[config.mk]
export PLATFORM = sky130hd
export DESIGN_NAME = stop_backup_interrupt_ctrl
export DESIGN_NICKNAME = d
export VERILOG_FILES = /design/src/stop_backup_interrupt_ctrl.v
export VERILOG_INCLUDE_DIRS = /design/src
export SDC_FILE = /design/constraint.sdc
export NUM_CORES = 1
export LEC_CHECK = 0
export ABC_AREA = 1
export BUFFER_PORTS_ARGS = -buffer_cell sky130_fd_sc_hd__buf_4
export CAP_MARGIN = 20
export CORE_MARGIN = 5
export CORE_UTILIZATION = 44
export CTS_CLUSTER_DIAMETER = 150
export DETAILED_ROUTE_END_ITERATION = 16
export GPL_ROUTABILITY_DRIVEN = 0
export PLACE_DENSITY = 0.76
export SETUP_SLACK_MARGIN = 0.2
export SLEW_MARGIN = 20
export SYNTH_ARGS = -nofsm -noshare
export SYNTH_HDL_FRONTEND = slang
export SYNTH_SLANG_ARGS = --single-unit
export TNS_END_PERCENT = 50
[constraint.sdc]
create_clock -name clk -period 1.35 [get_ports clk]
set_input_delay 0.0675 -clock clk [delete_from_list [all_inputs] [get_ports clk]]
set_output_delay 0.0675 -clock clk [all_outputs]
set_load 0.01 [all_outputs]
[src/stop_irq_defs.vh]
/*
 * Constants of the stop, backup and interrupt control block: register
 * offsets, field positions, mode codes, vectors and timing counts.
 * Assumes inclusion by bare name from the design file.
 */
`ifndef STOP_IRQ_DEFS_VH
`define STOP_IRQ_DEFS_VH

// Register byte offsets
`define OFS_CMD 12'h000
`define OFS_IRQ_EN 12'h004
`define OFS_WAKE 12'h008
`define OFS_STOP_REL 12'h00C
`define OFS_IO_CHG 12'h010
`define OFS_STATUS 12'h014

// Command register bits
`define CMD_STOP 0
`define CMD_SET_BACKUP 1
`define CMD_CLR_BACKUP 2

// Stop release enable bits for IO and key; the external edge releases stop regardless of SREL_EXT
`define SREL_IO 0
`define SREL_EXT 1
`define SREL_KEY 2

// Request / enable bit positions per source
`define SRC_IO 3'd0
`define SRC_T1 3'd1
`define SRC_EXT 3'd2
`define SRC_PDIV 3'd3
`define SRC_T2 3'd4
`define SRC_KEY 3'd5
`define SRC_FCONV 3'd6

// Interrupt vectors
`define VEC_EXT 12'h010
`define VEC_IO 12'h014
`define VEC_T1 12'h018
`define VEC_PDIV 12'h01C
`define VEC_T2 12'h020
`define VEC_KEY 12'h024
`define VEC_FCONV 12'h028

// Power modes
`define MODE_RUN 2'h0
`define MODE_HALT 2'h1
`define MODE_STOP 2'h2

// Power options
`define PWR_BAT_1V5 2'h0
`define PWR_BAT_3V 2'h1
`define PWR_EXTV 2'h2

// Reset values
`define IRQ_EN_RST 7'h00
`define WAKE_RST 7'h00
`define STOP_REL_RST 3'h0
`define IO_CHG_RST 4'h0

// Chattering filter: settle time in ns and cycles at 8 ns
`define CLK_PERIOD_NS 8
`define IO_SETTLE_NS 64
`define IO_SETTLE_CYC ((`IO_SETTLE_NS + `CLK_PERIOD_NS - 1) / `CLK_PERIOD_NS)

`endif

[src/stop_backup_interrupt_ctrl.v]
/*
 * Stop/halt power mode control, backup flag and seven-source interrupt
 * controller, with an APB register slave for command, enable, request,
 * stop release, port change and status words.
 * Assumes the CPU core gives instruction boundary and return pulses,
 * and peripherals give one-cycle event pulses synchronous to clk.
 * Assumes port and external pin inputs are already synchronous to clk
 * and that the external pin idles at the level opposite its active edge.
 * Assumes the APB master keeps each request until pready, which comes
 * in the first access cycle.
 */
`include "stop_irq_defs.vh"

module stop_backup_interrupt_ctrl #(
    parameter [1:0] POWER_OPT = `PWR_BAT_3V,
    parameter EXT_RISING = 1,
    parameter SETTLE_CYC = `IO_SETTLE_CYC
) (
    // Clock and reset
    input wire clk,
    input wire rst_n,
    // APB slave
    input wire psel,
    input wire penable,
    input wire pwrite,
    input wire [11:0] paddr,
    input wire [31:0] pwdata,
    output reg [31:0] prdata,
    output reg pready,
    output reg pslverr,
    // CPU core handshake
    input wire instr_boundary,
    input wire return_op,
    output reg irq_accept,
    output reg push_pc,
    output reg nop_insert,
    output reg [11:0] vector,
    // Event sources
    input wire [3:0] third_io_port,
    input wire ext_irq_pin,
    input wire key_detect,
    input wire timer_one_uflow,
    input wire timer_two_uflow,
    input wire prediv_ovf,
    input wire freq_converter_stop,
    // Power control outputs
    output reg [1:0] power_mode,
    output reg osc_hold,
    output reg lcd_force_low,
    output reg backup_flag,
    output reg xtal_drive_large,
    output reg use_secondary_supply
);

    localparam [1:0] RUN = `MODE_RUN;
    localparam [1:0] HALT = `MODE_HALT;
    localparam [1:0] STOP = `MODE_STOP;
    localparam BAT = (POWER_OPT != `PWR_EXTV);
    localparam [7:0] SETTLE = SETTLE_CYC[7:0];
    localparam BAT_3V = (POWER_OPT == `PWR_BAT_3V);
    localparam EXTV_OPT = (POWER_OPT == `PWR_EXTV);
    localparam EXT_IDLE = (EXT_RISING != 0);

    reg [6:0] irq_en_r;
    reg [6:0] irq_en_nxt;
    reg [6:0] wake_r;
    reg [6:0] wake_nxt;
    reg [2:0] stop_rel_r;
    reg [3:0] io_chg_r;
    reg [1:0] mode_r;
    reg [1:0] mode_nxt;
    reg [1:0] ret_mode_r;
    reg from_stop_r;
    reg in_isr_r;
    reg io_start_r;
    reg [7:0] settle_cnt_r;
    reg ext_prev_r;
    reg backup_nxt;
    reg [2:0] sel;
    reg [11:0] sel_vec;
    reg sel_any;
    // Read data select
    reg [31:0] rd_word;
    reg rd_err;

    // Bus decode
    wire wr = psel & penable & pready & pwrite;
    wire wr_irq_en = wr & (paddr == `OFS_IRQ_EN);
    wire wr_wake = wr & (paddr == `OFS_WAKE);
    wire wr_stop_rel = wr & (paddr == `OFS_STOP_REL);
    wire wr_io_chg = wr & (paddr == `OFS_IO_CHG);
    wire rd_setup = psel & ~penable;
    wire cmd_wr = wr & (paddr == `OFS_CMD);
    wire stop_cmd = cmd_wr & pwdata[`CMD_STOP];
    wire [6:0] wake_clr = wr_wake ? pwdata[6:0] : 7'h00;
    // Event, release and acceptance terms
    wire io_high = |(third_io_port & io_chg_r);
    wire ext_edge = EXT_RISING ? (ext_irq_pin & ~ext_prev_r) :
        (~ext_irq_pin & ext_prev_r);
    wire io_settled = io_high && (settle_cnt_r == SETTLE);
    wire [6:0] events;
    wire [6:0] pend = wake_r & irq_en_r;
    wire accept_ok = (mode_r != STOP) && sel_any &&
        (instr_boundary || mode_r == HALT);
    wire stop_release = (io_high & stop_rel_r[`SREL_IO]) | ext_edge |
        (key_detect & stop_rel_r[`SREL_KEY]);
    wire halt_release = (|wake_r) | io_start_r;

    assign events[`SRC_IO] = io_settled & ~io_start_r;
    assign events[`SRC_T1] = timer_one_uflow;
    assign events[`SRC_EXT] = ext_edge;
    assign events[`SRC_PDIV] = prediv_ovf;
    assign events[`SRC_T2] = timer_two_uflow;
    assign events[`SRC_KEY] = key_detect;
    assign events[`SRC_FCONV] = freq_converter_stop;

    // Fixed priority select of enabled pending request
    always @* begin
        sel = 3'd0;
        sel_vec = 12'h000;
        sel_any = 1'b1;
        if (pend[`SRC_PDIV]) begin
            sel = `SRC_PDIV;
            sel_vec = `VEC_PDIV;
        end else if (pend[`SRC_T1]) begin
            sel = `SRC_T1;
            sel_vec = `VEC_T1;
        end else if (pend[`SRC_T2]) begin
            sel = `SRC_T2;
            sel_vec = `VEC_T2;
        end else if (pend[`SRC_FCONV]) begin
            sel = `SRC_FCONV;
            sel_vec = `VEC_FCONV;
        end else if (pend[`SRC_IO]) begin
            sel = `SRC_IO;
            sel_vec = `VEC_IO;
        end else if (pend[`SRC_EXT]) begin
            sel = `SRC_EXT;
            sel_vec = `VEC_EXT;
        end else if (pend[`SRC_KEY]) begin
            sel = `SRC_KEY;
            sel_vec = `VEC_KEY;
        end else begin
            sel_any = 1'b0;
        end
    end

    // Request flags and enables
    always @* begin
        wake_nxt = wake_r & ~wake_clr;
        irq_en_nxt = irq_en_r;
        if (wr_irq_en) begin
            irq_en_nxt = pwdata[6:0];
        end
        if (accept_ok) begin
            irq_en_nxt = 7'h00;
            wake_nxt[sel] = 1'b0;
        end
        wake_nxt = wake_nxt | events;
    end

    // Power mode sequencing
    always @* begin
        mode_nxt = mode_r;
        case (mode_r)
            RUN: begin
                if (stop_cmd) begin
                    mode_nxt = (stop_release | halt_release) ? HALT : STOP;
                end
            end
            HALT: begin
                if (accept_ok || halt_release) begin
                    mode_nxt = RUN;
                end else if (from_stop_r && !io_high && !ext_edge) begin
                    mode_nxt = STOP;
                end
            end
            STOP: begin
                if (stop_release) begin
                    mode_nxt = HALT;
                end
            end
            default: mode_nxt = RUN;
        endcase
        if (mode_r == RUN && return_op && in_isr_r) begin
            mode_nxt = ret_mode_r;
        end
    end

    // Backup flag
    always @* begin
        backup_nxt = backup_flag;
        if (cmd_wr && pwdata[`CMD_SET_BACKUP]) begin
            backup_nxt = 1'b1;
        end
        if (cmd_wr && pwdata[`CMD_CLR_BACKUP]) begin
            backup_nxt = 1'b0;
        end
        if (mode_nxt == STOP) begin
            backup_nxt = 1'b1;
        end
    end

    // Bus-written control registers and request flags
    always @(posedge clk or negedge rst_n) begin
        if (!rst_n) begin
            irq_en_r <= `IRQ_EN_RST;
            wake_r <= `WAKE_RST;
            stop_rel_r <= `STOP_REL_RST;
            io_chg_r <= `IO_CHG_RST;
        end else begin
            irq_en_r <= irq_en_nxt;
            wake_r <= wake_nxt;
            if (wr_stop_rel) begin
                stop_rel_r <= pwdata[2:0];
            end
            if (wr_io_chg) begin
                io_chg_r <= pwdata[3:0];
            end
        end
    end

    // Chattering filter on enabled port inputs and start flag
    always @(posedge clk or negedge rst_n) begin
        if (!rst_n) begin
            io_start_r <= 1'b0;
            settle_cnt_r <= 8'h00;
        end else begin
            if (!io_high) begin
                settle_cnt_r <= 8'h00;
            end else if (settle_cnt_r != SETTLE) begin
                settle_cnt_r <= settle_cnt_r + 8'h01;
            end
            if (events[`SRC_IO]) begin
                io_start_r <= 1'b1;
            end else if (wake_clr[`SRC_IO]) begin
                io_start_r <= 1'b0;
            end
        end
    end

    // External pin history; reset to the post-edge level so reset makes no false edge
    always @(posedge clk or negedge rst_n) begin
        if (!rst_n) begin
            ext_prev_r <= EXT_IDLE;
        end else begin
            ext_prev_r <= ext_irq_pin;
        end
    end

    // Power mode, stop origin and service tracking
    always @(posedge clk or negedge rst_n) begin
        if (!rst_n) begin
            mode_r <= RUN;
            ret_mode_r <= RUN;
            from_stop_r <= 1'b0;
            in_isr_r <= 1'b0;
        end else begin
            mode_r <= mode_nxt;
            if (mode_r == STOP && mode_nxt == HALT) begin
                from_stop_r <= 1'b1;
            end else if (mode_nxt != HALT) begin
                from_stop_r <= 1'b0;
            end
            if (accept_ok) begin
                ret_mode_r <= from_stop_r ? STOP : RUN;
                in_isr_r <= 1'b1;
            end else if (return_op) begin
                in_isr_r <= 1'b0;
            end
        end
    end

    // Core handshake
    always @(posedge clk or negedge rst_n) begin
        if (!rst_n) begin
            irq_accept <= 1'b0;
            push_pc <= 1'b0;
            nop_insert <= 1'b0;
            vector <= 12'h000;
        end else begin
            irq_accept <= accept_ok;
            push_pc <= accept_ok;
            nop_insert <= irq_accept;
            if (accept_ok) begin
                vector <= sel_vec;
            end
        end
    end

    // Power outputs
    always @(posedge clk or negedge rst_n) begin
        if (!rst_n) begin
            power_mode <= RUN;
            osc_hold <= 1'b0;
            lcd_force_low <= 1'b0;
            backup_flag <= BAT;
            xtal_drive_large <= 1'b1;
            use_secondary_supply <= BAT_3V | EXTV_OPT;
        end else begin
            power_mode <= mode_nxt;
            osc_hold <= (mode_nxt == STOP);
            lcd_force_low <= (mode_nxt == STOP);
            backup_flag <= backup_nxt;
            xtal_drive_large <= backup_nxt | ~BAT;
            use_secondary_supply <= EXTV_OPT | (BAT_3V & backup_nxt);
        end
    end

    // Read data select
    always @* begin
        rd_word = 32'h00000000;
        rd_err = 1'b0;
        case (paddr)
            `OFS_CMD: rd_word = 32'h00000000;
            `OFS_IRQ_EN: rd_word = {25'h0000000, irq_en_r};
            `OFS_WAKE: rd_word = {25'h0000000, wake_r};
            `OFS_STOP_REL: rd_word = {29'h00000000, stop_rel_r};
            `OFS_IO_CHG: rd_word = {28'h0000000, io_chg_r};
            `OFS_STATUS: rd_word = {26'h0000000, io_start_r,
                use_secondary_supply, xtal_drive_large,
                backup_flag, mode_r};
            default: rd_err = 1'b1;
        endcase
    end

    // APB: one wait-free access phase
    always @(posedge clk or negedge rst_n) begin
        if (!rst_n) begin
            prdata <= 32'h00000000;
            pready <= 1'b0;
            pslverr <= 1'b0;
        end else begin
            pready <= rd_setup;
            pslverr <= rd_setup & rd_err;
            prdata <= rd_setup ? rd_word : 32'h00000000;
        end
    end

endmodule // stop_backup_interrupt_ctrl

==> impl_metrics.csv <==
group,metric,value,unit
logic_synthesis,synth-seq-cells,53,
logic_synthesis,synthCells,400,
grt,antenna_found_initial,0,
drt,viasPerCell,5.11,
logic_synthesis,ys.flop_type,"dfrtp_1",
status,status,"finished with violations",
die,die_area,0.00856,mm²
logic_synthesis,async_reset_ff_share,100,%
grt,grt_pass1_wl,13.5,mm
setup_path,arrival,1.68,ns
setup_path,cp.required,1.57,ns
placement,portBuffers,58,
min_path,hold_class,"in2reg",
sta,setup_viol,20,
sta,hold_violations,0,
setup_path,start_kind,"flip-flop",
placement,placed_cells,573,
sta,fmax,0.686,GHz
sta,slew_violations,0,
placement,dp_hpwl,6.09,mm
setup_path,crit_fanout,7,
status,violations,"setup timing",
cts,cts_tree,"done",
pwr,peakVddDrop,0.654,mV
grt,grt_pass1_vias,2970,
final_layout,diodes,0,
final_layout,syn2layout_area_growth,45.8,%
cts,max-clock-path-buffers,2,
pwr,powerDensity,1110,mW/mm²
sta,final.min_clock_period,1.46,ns
setup_path,max_stage_delay,0.45,ns
logic_synthesis,yosysWarnings,0,
logic_synthesis,syn_area,0.00300,mm²
sta,layout_setup_ws,-0.108,ns
final_layout,final_cells,600,
setup_path,end_kind,"flip-flop",
grt,gr-total-overflow,0,
grt,grt_max_degree,28,
cts,cts_buffers,5,
die,die_h,92.5,µm
die,start_util,44.6,%
final_layout,layout-drive-gt1-share,41.2,%
final_layout,fin_util,65.0,%
setup_path,crit_top_cell,"nand2_2",
cts,root_buffer,"clkbuf_8",
drt,drc,0,
drt,drt-wirelength-per-cell,15.0,µm
drt,vias,3067,
drt,drt-total-wl,8.97,mm
cts,insertion_delay,0.32,ns
setup_path,crit_path_top_delay_cell,"dfrtp_1",
grt,grt_use_total,19.6,%
drt,dr.first_iter.drc_count,244,
logic_synthesis,synth_cell_types,31,
logic_synthesis,synth_edf_count,0,
sta,holdWs,0.0106,ns
die,core,0.00672,mm²
die,rows,30,
pwr,p_leak,2.22,nW
logic_synthesis,synth_area_per_cell,7.49,µm²
die,ios,117,
drt,drtAntennaViolNets,0,
drt,dr.pass1.iters,4,
cts,htree_levels,2,
run,maxCapViolCount,0,
die,chipWidth,92.5,µm
final_layout,fillers,542,
final_layout,nets,583,
sta,finalCritPeriodShare,108,%
sta,rsz0062_at_grt,"yes",
setup_path,crit_chain,"nand2_2, nand2_2, nor2_4, nand3_4, nand2_8, inv_6, nand2_4, nor2_1, o21bai_1",
logic_synthesis,yosysSeqAreaShare,44.3,%
setup_path,critical_path_class,"reg2reg",
sta,clock_skew,0.0137,ns
placement,pre_cts_slack,-0.239,ns
cts,clkTransAtPathRegs,0.10,ns
cts,cts_sinks,53,
## metrics by stage
step	instance area (µm²)	total power, mW	setup TNS (ns)
2_1_floorplan	3130	2.64	0
3_3_place_gp	3710	3.19	-1.79
3_5_place_dp	3710	3.23	-3.70
4_1_cts	4120	4.45	-0.0771
5_1_grt	4370	5.06	-2.72
6_report	4370	4.84	-1.11
## placed cells by master, fill, tap and decap left out, types with 2 or more instances in the layout
cell           instances
nor3_2                 4
nand2_2               23
nor2_2                14
inv_2                  7
clkinvlp_4             2
o22ai_2                2
o21ai_1               16
o22ai_1                2
nand3_4                2
o21ai_0                3
nand3_1               25
nand2_4                6
nor2_1                29
a21oi_1                7
o21ai_2                4
o21bai_1               4
nand3_2                9
dlygate4sd3_1          9
nor3_1                 2
conb_1                33
nand2_1               78
nand2_8                2
dfstp_2                2
dfrtp_1               50
inv_1                 36
buf_6                  8
nand4_1                7
buf_4                101
nor2_4                 8
clkbuf_8               6
## layer usage
metal  wire length [µm]  GRT usage, %  vias up  part of all wire [%]
li1                   -             -     1451                     -
met1               3370          23.2     1459                    38
met2               4710          34.1      123                    52
met3                604          4.55       34                   6.7
met4                288          7.80        0                   3.2
met5                  0             0        -                     0
## area by class of cell
| type | instances | area (µm²) | share of cell area [%] |
|---|---|---|---|
| Clock buffer | 6 | 82.6 | 1.89 |
| Timing Repair Buffer | 120 | 973 | 22.3 |
| Sequential cell | 53 | 1330 | 30.4 |
| Clock inverter | 1 | 7.51 | 0.172 |
| Tap cell | 80 | 100 | 2.29 |
| Inverter | 46 | 184 | 4.21 |
| Multi-Input combinational cell | 294 | 1690 | 38.7 |
## timing repair
item	CTS	global route
gates resized for setup	52	66
setup endpoints to repair	42	49
hold buffers	9	0
pin swaps	26	19
setup buffers	9	2
hold endpoints to repair	36	0
## final timing paths
kind | to | from | slack [ns] | depth (start not counted)
worst max-delay path | wake_r[6] | wake_r[3] | -0.11 | 9
worst min-delay path | pready | psel | 0.01 | 3
worst max register to register | wake_r[6] | wake_r[3] | -0.11 | 9
worst min register to register | nop_insert | push_pc | 0.43 | 0
max in group asynchronous | use_secondary_supply | rst_n | 0.60 | 3
min in group asynchronous | vector[3] | rst_n | 0.21 | 2
## power breakdown
group | switching (mW) | internal [mW]
registers | 0.154 | 1.76
clock network | 0.527 | 0.407
logic | 1.11 | 0.872
total | 1.80 | 3.04
## cells in the mapped netlist (4+ instances only)
library cell	number	area [µm²]
a21oi_1	9	45.0
buf_4	38	285
dfrtp_1	51	1280
inv_1	42	158
inv_2	4	15.0
nand2_1	108	405
nand3_1	34	170
nand4_1	7	43.8
nor2_1	48	180
nor3_1	5	25.0
o21ai_0	13	65.1
o21ai_1	10	50.1
o21bai_1	4	30.0
o22ai_1	4	25.0
## flip-flops by register name, summed over array words and instances, names as in the netlist
register              cells
push_pc                   1
in_isr_r                  1
prdata                    7
ext_prev_r                1
settle_cnt_r              8
ret_mode_r                1
pslverr                   1
use_secondary_supply      1
nop_insert                1
stop_rel_r                3
power_mode                2
wake_r                    7
pready                    1
from_stop_r               1
vector                    4
irq_en_r                  7
io_start_r                1
io_chg_r                  4
lcd_force_low             1
## logic make-up (layout without fill, tap and decap cells)
kind of cell	after synthesis	after routing	share of synthesized area, %
DFF	53	53	44.3
AOI/OAI and AO/OA	45	45	8.39
adders and majority gates	2	2	0.835
buffers and inverters	85	173	15.4
and+or+nand+nor	214	214	30.9
other	1	33	0.125
## worst max-delay path: cells and delay by family (launching register included)
kind / cells / cell delay (ns)
and+or+nand+nor: 7 / 0.68
DFF: 1 / 0.45
AOI/OAI and AO/OA: 1 / 0.17
buffers and inverters: 1 / 0.06
(Power assumes the default switching activity.)
